File: config.mk
export PLATFORM = sky130hd
export DESIGN_NAME = ofc_top
export DESIGN_NICKNAME = d
export VERILOG_FILES = /design/src/core/ofc_pkg.sv /design/src/core/ofc_reg_if.sv /design/src/core/ofc_ctrl_mux.sv /design/src/core/ofc_axil_slave.sv /design/src/core/ofc_top.sv
export VERILOG_INCLUDE_DIRS = /design/src /design/src/core
export SDC_FILE = /design/constraint.sdc
export NUM_CORES = 1
export LEC_CHECK = 0
export ABC_AREA = 1
export BUFFER_PORTS_ARGS = -buffer_cell sky130_fd_sc_hd__buf_2
export CORE_UTILIZATION = 25
export DETAILED_ROUTE_END_ITERATION = 10
export PLACE_DENSITY = 0.52
export SETUP_SLACK_MARGIN = 0.2
export SYNTH_ARGS = -nofsm -noshare
export SYNTH_HDL_FRONTEND = slang
export SYNTH_HIERARCHICAL = 1
export SYNTH_SLANG_ARGS = --single-unit
File: constraint.sdc
create_clock -name I_CLK_SYS -period 1.65 [get_ports I_CLK_SYS]
set_input_delay 0.165 -clock I_CLK_SYS [delete_from_list [all_inputs] [get_ports I_CLK_SYS]]
set_output_delay 0.165 -clock I_CLK_SYS [all_outputs]
set_load 0.01 [all_outputs]
File: src/core/ofc_map.svh
// Operation
// - four 16-bit user patterns, low/high byte registers
// - sample invert bit flips converter samples, not user patterns
// - clear bit per converter holds overrange cleared
// - read-only overrange-occurred bit per converter
// - user pattern repeats, or plays once
`ifndef OFC_MAP_SVH
`define OFC_MAP_SVH

// register indices; byte address is four times the index
`define OFC_IDX_W           12
`define OFC_IDX_UP1_LO      12'h551
`define OFC_IDX_UP1_HI      12'h552
`define OFC_IDX_UP2_LO      12'h553
`define OFC_IDX_UP2_HI      12'h554
`define OFC_IDX_UP3_LO      12'h555
`define OFC_IDX_UP3_HI      12'h556
`define OFC_IDX_UP4_LO      12'h557
`define OFC_IDX_UP4_HI      12'h558
`define OFC_IDX_CB_SRC_A    12'h559
`define OFC_IDX_CB_SRC_B    12'h55a
`define OFC_IDX_FMT         12'h561
`define OFC_IDX_OVR_CLR     12'h562
`define OFC_IDX_OVR_STAT    12'h563
`define OFC_IDX_TEST_CTL    12'h5f0
`define OFC_IDX_IRQ_STAT    12'h5f1
`define OFC_IDX_IRQ_MASK    12'h5f2

// reset values
`define OFC_RST_ZERO        8'h00
`define OFC_RST_CB_SRC_A    8'h00
`define OFC_RST_CB_SRC_B    8'h01
`define OFC_RST_FMT         8'h01

// field positions
`define OFC_CB0_LSB         0
`define OFC_CB1_LSB         4
`define OFC_CB2_LSB         0
`define OFC_FMT_INV_BIT     2
`define OFC_FMT_SEL_LSB     0
`define OFC_TEST_USER_BIT   0
`define OFC_TEST_SINGLE_BIT 1

// source codes and formats
`define OFC_CB_TIE_LOW      3'h0
`define OFC_CB_OVR          3'h1
`define OFC_CB_FAST         3'h3
`define OFC_CB_SYSREF       3'h5
`define OFC_FMT_OFFSET_BIN  2'h0

// bus answers
`define OFC_RESP_OKAY       2'h0
`define OFC_RESP_SLVERR     2'h2

`endif

File: src/core/ofc_pkg.sv
`default_nettype none
package ofc_pkg;
    // user pattern player states
    typedef enum logic [1:0] {
        PAT_IDLE,
        PAT_RUN,
        PAT_DONE
    } ofc_pat_e;
    typedef logic [7:0] ofc_byte_t;
endpackage : ofc_pkg
`default_nettype wire

File: src/core/ofc_reg_if.sv
`default_nettype none
`include "ofc_map.svh"
interface ofc_reg_if;
    logic                   wr_stb;
    logic [`OFC_IDX_W-1:0]  wr_idx;
    logic [7:0]             wr_data;
    logic                   wr_be;
    logic                   wr_hit;
    logic [`OFC_IDX_W-1:0]  rd_idx;
    logic [7:0]             rd_data;
    logic                   rd_hit;
    modport bus  (output wr_stb, wr_idx, wr_data, wr_be, rd_idx,
                  input  wr_hit, rd_data, rd_hit);
    modport regs (input  wr_stb, wr_idx, wr_data, wr_be, rd_idx,
                  output wr_hit, rd_data, rd_hit);
endinterface : ofc_reg_if
`default_nettype wire

File: src/core/ofc_ctrl_mux.sv
`default_nettype none
`include "ofc_map.svh"
module ofc_ctrl_mux (
    // selector and candidate sources
    input  wire logic [2:0] i_sel,
    input  wire logic       i_ovr,
    input  wire logic       i_fast,
    input  wire logic       i_sysref,
    // chosen control bit
    output logic            o_bit
);
    // unlisted codes tie low
    always_comb begin
        case (i_sel)
            `OFC_CB_OVR:    o_bit = i_ovr;
            `OFC_CB_FAST:   o_bit = i_fast;
            `OFC_CB_SYSREF: o_bit = i_sysref;
            default:        o_bit = 1'b0;
        endcase
    end
endmodule : ofc_ctrl_mux
`default_nettype wire

File: src/core/ofc_axil_slave.sv
`default_nettype none
`include "ofc_map.svh"
module ofc_axil_slave #(
    parameter int ADDR_W = 14
) (
    // clock and reset
    input  wire logic              i_clk,
    input  wire logic              i_arst_n,
    // write address and data
    input  wire logic [ADDR_W-1:0] i_awaddr,
    input  wire logic              i_awvalid,
    output logic                   o_awready,
    input  wire logic [31:0]       i_wdata,
    input  wire logic [3:0]        i_wstrb,
    input  wire logic              i_wvalid,
    output logic                   o_wready,
    // write response
    output logic [1:0]             o_bresp,
    output logic                   o_bvalid,
    input  wire logic              i_bready,
    // read channels
    input  wire logic [ADDR_W-1:0] i_araddr,
    input  wire logic              i_arvalid,
    output logic                   o_arready,
    output logic [31:0]            o_rdata,
    output logic [1:0]             o_rresp,
    output logic                   o_rvalid,
    input  wire logic              i_rready,
    // register side
    ofc_reg_if.bus                 rif
);
    initial begin
        if (ADDR_W < `OFC_IDX_W + 2) $error("ofc_axil_slave: ADDR_W too small");
    end

    logic                  aw_hold_q, aw_hold_d, w_hold_q, w_hold_d;
    logic [`OFC_IDX_W-1:0] aw_idx_q, aw_idx_d;
    logic [7:0]            w_data_q, w_data_d;
    logic                  w_be_q, w_be_d, do_wr;
    logic                  awready_q, awready_d, wready_q, wready_d, arready_q, arready_d;
    logic                  bvalid_q, bvalid_d, rvalid_q, rvalid_d;
    logic [1:0]            bresp_q, bresp_d, rresp_q, rresp_d;
    logic [31:0]           rdata_q, rdata_d;

    // address and data in either order; write fires once both held
    always_comb begin
        aw_hold_d = aw_hold_q;
        w_hold_d  = w_hold_q;
        aw_idx_d  = aw_idx_q;
        w_data_d  = w_data_q;
        w_be_d    = w_be_q;
        bvalid_d  = bvalid_q;
        bresp_d   = bresp_q;
        rvalid_d  = rvalid_q;
        rresp_d   = rresp_q;
        rdata_d   = rdata_q;
        do_wr     = aw_hold_q & w_hold_q & ~bvalid_q;
        if (i_awvalid && awready_q) begin
            aw_hold_d = 1'b1;
            aw_idx_d  = i_awaddr[`OFC_IDX_W+1:2];
        end
        if (i_wvalid && wready_q) begin
            w_hold_d = 1'b1;
            w_data_d = i_wdata[7:0];
            w_be_d   = i_wstrb[0];
        end
        if (bvalid_q && i_bready) begin
            bvalid_d = 1'b0;
        end
        if (do_wr) begin
            aw_hold_d = 1'b0;
            w_hold_d  = 1'b0;
            bvalid_d  = 1'b1;
            bresp_d   = rif.wr_hit ? `OFC_RESP_OKAY : `OFC_RESP_SLVERR;
        end
        if (rvalid_q && i_rready) begin
            rvalid_d = 1'b0;
        end
        if (i_arvalid && arready_q) begin
            rvalid_d = 1'b1;
            rdata_d  = {24'h000000, rif.rd_data};
            rresp_d  = rif.rd_hit ? `OFC_RESP_OKAY : `OFC_RESP_SLVERR;
        end
        awready_d = ~aw_hold_d & ~bvalid_d;
        wready_d  = ~w_hold_d & ~bvalid_d;
        arready_d = ~rvalid_d;
    end

    // one-cycle write strobe, live read index
    assign rif.wr_stb  = do_wr;
    assign rif.wr_idx  = aw_idx_q;
    assign rif.wr_data = w_data_q;
    assign rif.wr_be   = w_be_q;
    assign rif.rd_idx  = i_araddr[`OFC_IDX_W+1:2];

    always_ff @(posedge i_clk or negedge i_arst_n) begin
        if (!i_arst_n) begin
            aw_hold_q <= 1'b0;
            w_hold_q  <= 1'b0;
            aw_idx_q  <= '0;
            w_data_q  <= 8'h00;
            w_be_q    <= 1'b0;
            awready_q <= 1'b0;
            wready_q  <= 1'b0;
            arready_q <= 1'b0;
            bvalid_q  <= 1'b0;
            bresp_q   <= 2'h0;
            rvalid_q  <= 1'b0;
            rresp_q   <= 2'h0;
            rdata_q   <= 32'h00000000;
        end else begin
            aw_hold_q <= aw_hold_d;
            w_hold_q  <= w_hold_d;
            aw_idx_q  <= aw_idx_d;
            w_data_q  <= w_data_d;
            w_be_q    <= w_be_d;
            awready_q <= awready_d;
            wready_q  <= wready_d;
            arready_q <= arready_d;
            bvalid_q  <= bvalid_d;
            bresp_q   <= bresp_d;
            rvalid_q  <= rvalid_d;
            rresp_q   <= rresp_d;
            rdata_q   <= rdata_d;
        end
    end

    assign o_awready = awready_q;
    assign o_wready  = wready_q;
    assign o_arready = arready_q;
    assign o_bvalid  = bvalid_q;
    assign o_bresp   = bresp_q;
    assign o_rvalid  = rvalid_q;
    assign o_rresp   = rresp_q;
    assign o_rdata   = rdata_q;
endmodule : ofc_axil_slave
`default_nettype wire

File: src/core/ofc_top.sv
// Local design decision: the AXI4-Lite interface to the registers.
`default_nettype none
`include "ofc_map.svh"
module ofc_top #(
    parameter int SAMPLE_W = 14,
    parameter int NUM_VC   = 8,
    parameter int ADDR_W   = 14
) (
    // clock and reset
    input  wire logic                I_CLK_SYS,
    input  wire logic                I_ARST_N,
    // axi4-lite register port
    input  wire logic [ADDR_W-1:0]   I_AWADDR,
    input  wire logic                I_AWVALID,
    output logic                     O_AWREADY,
    input  wire logic [31:0]         I_WDATA,
    input  wire logic [3:0]          I_WSTRB,
    input  wire logic                I_WVALID,
    output logic                     O_WREADY,
    output logic [1:0]               O_BRESP,
    output logic                     O_BVALID,
    input  wire logic                I_BREADY,
    input  wire logic [ADDR_W-1:0]   I_ARADDR,
    input  wire logic                I_ARVALID,
    output logic                     O_ARREADY,
    output logic [31:0]              O_RDATA,
    output logic [1:0]               O_RRESP,
    output logic                     O_RVALID,
    input  wire logic                I_RREADY,
    // converter samples, same clock
    input  wire logic [SAMPLE_W-1:0] I_SAMPLE,
    input  wire logic                I_SAMPLE_VALID,
    input  wire logic [NUM_VC-1:0]   I_OVR,
    input  wire logic                I_FAST_THRESHOLD_FLAG,
    // sysref pin, asynchronous
    input  wire logic                I_SYSREF,
    // formatted samples
    output logic [15:0]              O_SAMPLE,
    output logic [2:0]               O_CTRL_BITS,
    output logic                     O_SAMPLE_VALID,
    // interrupt
    output logic                     O_IRQ
);
    initial begin
        if (SAMPLE_W < 2 || SAMPLE_W > 16) $error("ofc_top: SAMPLE_W out of range");
        if (NUM_VC != 8) $error("ofc_top: NUM_VC must be 8");
    end

    ofc_reg_if rif ();

    ofc_axil_slave #(.ADDR_W(ADDR_W)) u_bus (
        .i_clk     (I_CLK_SYS),
        .i_arst_n  (I_ARST_N),
        .i_awaddr  (I_AWADDR),
        .i_awvalid (I_AWVALID),
        .o_awready (O_AWREADY),
        .i_wdata   (I_WDATA),
        .i_wstrb   (I_WSTRB),
        .i_wvalid  (I_WVALID),
        .o_wready  (O_WREADY),
        .o_bresp   (O_BRESP),
        .o_bvalid  (O_BVALID),
        .i_bready  (I_BREADY),
        .i_araddr  (I_ARADDR),
        .i_arvalid (I_ARVALID),
        .o_arready (O_ARREADY),
        .o_rdata   (O_RDATA),
        .o_rresp   (O_RRESP),
        .o_rvalid  (O_RVALID),
        .i_rready  (I_RREADY),
        .rif       (rif)
    );

    // register file
    ofc_pkg::ofc_byte_t pat_lo_q [4];
    ofc_pkg::ofc_byte_t pat_hi_q [4];
    ofc_pkg::ofc_byte_t pat_lo_d [4];
    ofc_pkg::ofc_byte_t pat_hi_d [4];
    logic [7:0]         cb_src_a_q, cb_src_a_d, cb_src_b_q, cb_src_b_d;
    logic [7:0]         fmt_q, fmt_d, ovr_clr_q, ovr_clr_d, test_q, test_d;
    logic [7:0]         ovr_stat_q, ovr_stat_d, irq_stat_q, irq_stat_d, irq_mask_q, irq_mask_d;
    logic               wr;
    logic [7:0]         ovr_evt;

    // writes need byte lane 0 enabled
    assign wr      = rif.wr_stb & rif.wr_be;
    assign ovr_evt = I_OVR & ~ovr_clr_q;

    // next register values
    always_comb begin
        pat_lo_d   = pat_lo_q;
        pat_hi_d   = pat_hi_q;
        cb_src_a_d = cb_src_a_q;
        cb_src_b_d = cb_src_b_q;
        fmt_d      = fmt_q;
        ovr_clr_d  = ovr_clr_q;
        test_d     = test_q;
        irq_mask_d = irq_mask_q;
        if (wr) begin
            case (rif.wr_idx)
                `OFC_IDX_UP1_LO:   pat_lo_d[0] = rif.wr_data;
                `OFC_IDX_UP1_HI:   pat_hi_d[0] = rif.wr_data;
                `OFC_IDX_UP2_LO:   pat_lo_d[1] = rif.wr_data;
                `OFC_IDX_UP2_HI:   pat_hi_d[1] = rif.wr_data;
                `OFC_IDX_UP3_LO:   pat_lo_d[2] = rif.wr_data;
                `OFC_IDX_UP3_HI:   pat_hi_d[2] = rif.wr_data;
                `OFC_IDX_UP4_LO:   pat_lo_d[3] = rif.wr_data;
                `OFC_IDX_UP4_HI:   pat_hi_d[3] = rif.wr_data;
                `OFC_IDX_CB_SRC_A: cb_src_a_d  = rif.wr_data & 8'h77;
                `OFC_IDX_CB_SRC_B: cb_src_b_d  = rif.wr_data & 8'h07;
                `OFC_IDX_FMT:      fmt_d       = rif.wr_data & 8'h07;
                `OFC_IDX_OVR_CLR:  ovr_clr_d   = rif.wr_data;
                `OFC_IDX_TEST_CTL: test_d      = rif.wr_data & 8'h03;
                `OFC_IDX_IRQ_MASK: irq_mask_d  = rif.wr_data;
                default:           ;
            endcase
        end
        ovr_stat_d = (ovr_stat_q | I_OVR) & ~ovr_clr_q;
        // an event beats a same-cycle clear
        irq_stat_d = irq_stat_q;
        if (wr && rif.wr_idx == `OFC_IDX_IRQ_STAT) begin
            irq_stat_d = irq_stat_q & ~rif.wr_data;
        end
        irq_stat_d = irq_stat_d | ovr_evt;
    end

    // write decode: overrange status and unmapped refused
    always_comb begin
        case (rif.wr_idx)
            `OFC_IDX_UP1_LO, `OFC_IDX_UP1_HI, `OFC_IDX_UP2_LO, `OFC_IDX_UP2_HI,
            `OFC_IDX_UP3_LO, `OFC_IDX_UP3_HI, `OFC_IDX_UP4_LO, `OFC_IDX_UP4_HI,
            `OFC_IDX_CB_SRC_A, `OFC_IDX_CB_SRC_B, `OFC_IDX_FMT, `OFC_IDX_OVR_CLR,
            `OFC_IDX_TEST_CTL, `OFC_IDX_IRQ_STAT, `OFC_IDX_IRQ_MASK: rif.wr_hit = 1'b1;
            default:                                              rif.wr_hit = 1'b0;
        endcase
    end

    // read mux; unmapped reads zero, error answer
    always_comb begin
        rif.rd_hit  = 1'b1;
        rif.rd_data = 8'h00;
        case (rif.rd_idx)
            `OFC_IDX_UP1_LO:   rif.rd_data = pat_lo_q[0];
            `OFC_IDX_UP1_HI:   rif.rd_data = pat_hi_q[0];
            `OFC_IDX_UP2_LO:   rif.rd_data = pat_lo_q[1];
            `OFC_IDX_UP2_HI:   rif.rd_data = pat_hi_q[1];
            `OFC_IDX_UP3_LO:   rif.rd_data = pat_lo_q[2];
            `OFC_IDX_UP3_HI:   rif.rd_data = pat_hi_q[2];
            `OFC_IDX_UP4_LO:   rif.rd_data = pat_lo_q[3];
            `OFC_IDX_UP4_HI:   rif.rd_data = pat_hi_q[3];
            `OFC_IDX_CB_SRC_A: rif.rd_data = cb_src_a_q;
            `OFC_IDX_CB_SRC_B: rif.rd_data = cb_src_b_q;
            `OFC_IDX_FMT:      rif.rd_data = fmt_q;
            `OFC_IDX_OVR_CLR:  rif.rd_data = ovr_clr_q;
            `OFC_IDX_OVR_STAT: rif.rd_data = ovr_stat_q;
            `OFC_IDX_TEST_CTL: rif.rd_data = test_q;
            `OFC_IDX_IRQ_STAT: rif.rd_data = irq_stat_q;
            `OFC_IDX_IRQ_MASK: rif.rd_data = irq_mask_q;
            default:           rif.rd_hit  = 1'b0;
        endcase
    end

    // register state
    always_ff @(posedge I_CLK_SYS or negedge I_ARST_N) begin
        if (!I_ARST_N) begin
            for (int i = 0; i < 4; i++) begin
                pat_lo_q[i] <= `OFC_RST_ZERO;
                pat_hi_q[i] <= `OFC_RST_ZERO;
            end
            cb_src_a_q <= `OFC_RST_CB_SRC_A;
            cb_src_b_q <= `OFC_RST_CB_SRC_B;
            fmt_q      <= `OFC_RST_FMT;
            ovr_clr_q  <= `OFC_RST_ZERO;
            test_q     <= `OFC_RST_ZERO;
            ovr_stat_q <= `OFC_RST_ZERO;
            irq_stat_q <= `OFC_RST_ZERO;
            irq_mask_q <= `OFC_RST_ZERO;
        end else begin
            pat_lo_q   <= pat_lo_d;
            pat_hi_q   <= pat_hi_d;
            cb_src_a_q <= cb_src_a_d;
            cb_src_b_q <= cb_src_b_d;
            fmt_q      <= fmt_d;
            ovr_clr_q  <= ovr_clr_d;
            test_q     <= test_d;
            ovr_stat_q <= ovr_stat_d;
            irq_stat_q <= irq_stat_d;
            irq_mask_q <= irq_mask_d;
        end
    end

    // sysref is a pin; two flops before anything reads it
    logic sysref_meta_q, sysref_q;
    always_ff @(posedge I_CLK_SYS or negedge I_ARST_N) begin
        if (!I_ARST_N) begin
            sysref_meta_q <= 1'b0;
            sysref_q      <= 1'b0;
        end else begin
            sysref_meta_q <= I_SYSREF;
            sysref_q      <= sysref_meta_q;
        end
    end

    // pattern player, one step per valid sample
    ofc_pkg::ofc_pat_e pat_st_q, pat_st_d;
    logic [1:0]        pat_idx_q, pat_idx_d;
    logic              user_en;
    assign user_en = test_q[`OFC_TEST_USER_BIT];

    always_comb begin
        pat_st_d  = pat_st_q;
        pat_idx_d = pat_idx_q;
        case (pat_st_q)
            ofc_pkg::PAT_IDLE: begin
                pat_idx_d = 2'h0;
                if (user_en) pat_st_d = ofc_pkg::PAT_RUN;
            end
            ofc_pkg::PAT_RUN: begin
                if (!user_en) begin
                    pat_st_d = ofc_pkg::PAT_IDLE;
                end else if (I_SAMPLE_VALID) begin
                    pat_idx_d = pat_idx_q + 2'h1;
                    if (pat_idx_q == 2'h3 && test_q[`OFC_TEST_SINGLE_BIT]) begin
                        pat_st_d = ofc_pkg::PAT_DONE;
                    end
                end
            end
            ofc_pkg::PAT_DONE: begin
                if (!user_en) pat_st_d = ofc_pkg::PAT_IDLE;
            end
            default: pat_st_d = ofc_pkg::PAT_IDLE;
        endcase
    end

    always_ff @(posedge I_CLK_SYS or negedge I_ARST_N) begin
        if (!I_ARST_N) begin
            pat_st_q  <= ofc_pkg::PAT_IDLE;
            pat_idx_q <= 2'h0;
        end else begin
            pat_st_q  <= pat_st_d;
            pat_idx_q <= pat_idx_d;
        end
    end

    logic [2:0] cb_sel [3];
    logic [2:0] cb_bit;
    logic       ovr_any;
    assign cb_sel[0] = cb_src_a_q[`OFC_CB0_LSB +: 3];
    assign cb_sel[1] = cb_src_a_q[`OFC_CB1_LSB +: 3];
    assign cb_sel[2] = cb_src_b_q[`OFC_CB2_LSB +: 3];
    assign ovr_any   = |ovr_evt;

    for (genvar g = 0; g < 3; g++) begin : g_cb
        ofc_ctrl_mux u_mux (
            .i_sel    (cb_sel[g]),
            .i_ovr    (ovr_any),
            .i_fast   (I_FAST_THRESHOLD_FLAG),
            .i_sysref (sysref_q),
            .o_bit    (cb_bit[g])
        );
    end

    // formatting; samples arrive in twos complement
    logic [SAMPLE_W-1:0] fmt_smp;
    logic [15:0]         out_d, sample_q, sample_d;
    logic [2:0]          ctrl_q, ctrl_d;
    logic                valid_q, irq_q;

    always_comb begin
        fmt_smp = I_SAMPLE;
        if (fmt_q[`OFC_FMT_SEL_LSB +: 2] == `OFC_FMT_OFFSET_BIN) begin
            fmt_smp[SAMPLE_W-1] = ~I_SAMPLE[SAMPLE_W-1];
        end
        if (fmt_q[`OFC_FMT_INV_BIT]) fmt_smp = ~fmt_smp;
        out_d = 16'h0000;
        out_d[15 -: SAMPLE_W] = fmt_smp;
        if (pat_st_q == ofc_pkg::PAT_RUN) begin
            out_d = {pat_hi_q[pat_idx_q], pat_lo_q[pat_idx_q]};
        end else if (pat_st_q == ofc_pkg::PAT_DONE) begin
            out_d = 16'h0000;
        end
        sample_d = I_SAMPLE_VALID ? out_d : sample_q;
        ctrl_d   = I_SAMPLE_VALID ? cb_bit : ctrl_q;
    end

    // output registers; irq tracks unmasked status
    always_ff @(posedge I_CLK_SYS or negedge I_ARST_N) begin
        if (!I_ARST_N) begin
            sample_q <= 16'h0000;
            ctrl_q   <= 3'h0;
            valid_q  <= 1'b0;
            irq_q    <= 1'b0;
        end else begin
            sample_q <= sample_d;
            ctrl_q   <= ctrl_d;
            valid_q  <= I_SAMPLE_VALID;
            irq_q    <= |(irq_stat_d & irq_mask_d);
        end
    end

    assign O_SAMPLE       = sample_q;
    assign O_CTRL_BITS    = ctrl_q;
    assign O_SAMPLE_VALID = valid_q;
    assign O_IRQ          = irq_q;
endmodule : ofc_top
`default_nettype wire

==> metrics.md <==
| Metric | Value |
|---|---|
| Status | finished, violations left |
| Failing checks | DRC, setup timing |
| Pre-CTS setup slack | -86.24 ps |
| Worst min path class | primary input to flop |
| # rows | 69 |
| Area growth from synthesis to layout | 38.47% |
| VDD IR-drop max | 737.3 uV |
| All-layer global routing usage | 16.84% |
| Vias per cell | 4.674 |
| Worst slew margin | 59.26% |
| Die width | 193.5 um |
| Synth Flop Type | dfrtp_1 |
| Max cap viols | 0 |
| Critical path arrival | 2030 ps |
| Worst skew pair latency | 450 ps |
| CTS Buffer Depth | 2 |
| Async set-reset flop share out of synthesis | 100.0% |
| Max-slew violation count | 0 |
| Core region area | 0.03583 sq mm |
| Pre-antenna DRT Iters | 11 |
| Power share of the sequential group | 43.7% |
| CP required | 1980 ps |
| Worst slew pin tran | 610.4 ps |
| Pint | 7.644 mW |
| Via Count | 8777 |
| Max Clk Rate | 586.3 MHz |
| Vias in the first global route | 8439 |
| First-pass GRT wire length | 48.53 mm |
| Initial Utilization | 25.58% |
| Fill cell count | 3676 |
| Period minus WS final | 1706 ps |
| Die height | 193.5 um |
| Syn avg cell area | 7.827 sq um |
| Combinational fraction of design power | 21.1% |
| Crit. End Element | flop |
| Largest net degree at the start of global routing | 40 |
| Synthesized cell area | 0.009165 sq mm |
| Gpl congestion | 0.9059 |
| Die ar. | 0.03743 sq mm |
| Final count of negative-setup-slack endpoints | 1 |
| # diodes | 0 |
| Clock Power Share | 35.2% |
| Clk_skew | 16.53 ps |
| Clock-pin slew on the worst setup and hold paths | 80 ps |
| CTS tree | yes |
| Inst Count DP | 1782 |
| Non-Filler Instances | 1878 |
| Sw frac | 33.72% |
| Grt total ovfl | 0 |
| Share of cells above drive strength 1 | 30.91% |
| PnR worst setup slack | -55.57 ps |
| Initial antenna violation count | 1 |
| Register area share after synthesis | 47.81% |
| Netlist cell types | 41 |
| Most frequent cells in the layout | nand2_1, dfrtp_1, buf_4 |
| Root Driver | clkbuf_16 |
| DR iter-0 viols | 798 |
| Crit path launch type | flop |
| I/O pin cnt | 158 |
| H-tree levels | 4 |
| CP Class | flop to flop |
| RSZ-0062 raised after global routing | yes |
| DR WL/cell | 17.02 um |
| Routed WL | 31.97 mm |
| Most common cell after layout, fill and taps aside | nand2_1 |
| Yosys warnings | 6 |
| Power Dens Cells | 908.7 mW/mm^2 |
| DRC Markers | 6 |
| Final period utilization | 103.4% |
| Port bufs | 100 |
| Net Switching | 3.889 mW |
| CP max FO | 5 |
| Cells after Synth | 1171 |
| Placed wire-length estimate | 22.68 mm |
| CTS Buf Count | 17 |
| Fin. Hold Viols | 0 |
| Fin nets | 1501 |
| FF+latch count, synth | 175 |
| Clock sink count | 175 |
| EDFF count, synth | 0 |
| ANT nets after route | 0 |
| Leakage | 6.125 nW |
synth_stat cells, types with 2 or more instances:
cell type / n / area, sq um
nor2_4: 2 / 22.52
buf_4: 43 / 322.8
nor3_1: 8 / 40.04
nor2_1: 88 / 330.3
dfrtp_1: 173 / 4329
o22ai_1: 10 / 62.56
o21ai_1: 10 / 50.05
a211oi_1: 3 / 22.52
o21ai_0: 150 / 750.7
nand4_1: 38 / 237.7
a21oi_1: 20 / 100.1
nand2_2: 5 / 31.28
o21ai_2: 7 / 61.31
nand3_2: 2 / 20.02
inv_1: 87 / 326.6
o211ai_1: 2 / 15.01
dfstp_2: 2 / 52.55
clkbuf_1: 22 / 82.58
clkinv_1: 2 / 7.510
xor2_1: 13 / 113.9
buf_6: 5 / 56.30
inv_2: 5 / 18.77
nor2_2: 7 / 43.79
nand2_1: 307 / 1152
buf_2: 18 / 90.09
nand3_1: 110 / 550.5
o21a_1: 2 / 15.01
a22o_1: 2 / 17.52
a22oi_1: 13 / 97.59
nand2_4: 4 / 45.04
kinds of logic (layout without fill, tap and decap cells):
| family | count (synthesis) | count (layout) | share of synthesized area, % |
|---|---|---|---|
| compound gates | 220 | 220 | 13.12 |
| xor+xnor | 14 | 14 | 1.338 |
| fa+ha+maj | 1 | 1 | 0.1365 |
| buf+inv | 183 | 403 | 9.911 |
| flops | 175 | 175 | 47.81 |
| other cells | 1 | 26 | 0.04092 |
| simple gates | 577 | 578 | 27.65 |
metal layers:
layer	vias up	track usage, %	part of all wire (%)
met5	-	0	0.034
met4	2	6.400	3.0
met3	41	2.406	3.9
met2	240	28.40	49
met1	4199	21.81	44
li1	4295	-	-
path summary, 6_finish.rpt:
check / slack (ps) / depth (start not counted) / to / startpoint
hold / removal: 3 / 3 / ovr_stat_q[2] / I_OVR[2]
max in group asynchronous: 840 / 3 / pat_idx_q[0] / I_ARST_N
setup reg to reg: -60 / 10 / O_IRQ / u_bus/rif.wr_idx[6]
min in group asynchronous: 220 / 2 / ovr_clr_q[0] / I_ARST_N
hold reg to reg: 360 / 0 / sysref_q / sysref_meta_q
setup / recovery: -60 / 10 / O_IRQ / u_bus/rif.wr_idx[6]
per-stage QoR:
stage / setup TNS, ps / hold WS, ps / total power, mW / area (sq um) / util (%)
final: -55.57 / 3.430 / 11.53 / 12690 / 35.42
after global routing: -1917 / 23.75 / 12.16 / 12690 / 35.42
after CTS: -44.96 / 3.535 / 11.53 / 12170 / 33.97
after detailed placement: -1061 / 150.4 / 7.178 / 10850 / 30.27
after global placement: -499.9 / 139.7 / 7.122 / 10850 / 30.27
after floorplan: 0 / -130.6 / 6.174 / 9309 / -
power groups by stage:
stage | Sequential, mW | Clock (mW) | Combinational [mW]
2_1_floorplan | 5.01 | 0 | 1.16
3_3_place_gp | 5.08 | 0 | 2.05
3_5_place_dp | 5.10 | 0 | 2.08
4_1_cts | 5.02 | 4.17 | 2.34
5_1_grt | 5.11 | 4.35 | 2.70
6_report | 5.04 | 4.06 | 2.43
repair_timing:
item / CTS / global route
endpoints found under the hold margin: 59 / 0
endpoints found under the setup margin: 100 / 118
gates cloned: 6 / 6
setup buffers: 15 / 11
hold buffers: 26 / 0
resized for setup: 105 / 136
pin swaps: 21 / 44
layout make-up:
cell class / count / area, sq um / area share [%]
Multi-Input combinational cell: 839 / 4506 / 35.50
Sequential cell: 175 / 4388 / 34.58
Timing Repair Buffer: 276 / 2265 / 17.84
Tap cell: 461 / 576.8 / 4.545
Clock buffer: 18 / 439.2 / 3.461
Inverter: 94 / 367.9 / 2.899
Clock inverter: 14 / 141.4 / 1.114
Timing Repair inverter: 1 / 7.507 / 0.05915
sequential cells by signal, indices dropped and copies added (netlist names), 2 cells and up:
name / flops
fmt_q: 3
ovr_stat_q: 8
cb_src_a_q: 6
test_q: 2
pat_hi_q: 32
irq_stat_q: 8
O_SAMPLE: 16
pat_st_q: 2
u_bus/o_rdata: 8
ovr_clr_q: 8
cb_src_b_q: 3
pat_idx_q: 2
O_CTRL_BITS: 3
pat_lo_q: 32
u_bus/rif.wr_data: 8
u_bus/rif.wr_idx: 12
irq_mask_q: 8
critical path, stage by stage, from the launching register on:
cell     delay, ps
dfrtp_1        420
nand4_1        180
nor2_4         290
buf_6          170
nand3_2         60
nand2_1         90
nand2_2         60
nand2_1         60
nand2_1         70
nor2_1         100
nand2_1         80
Note: power is estimated with default switching activity, not from simulation.
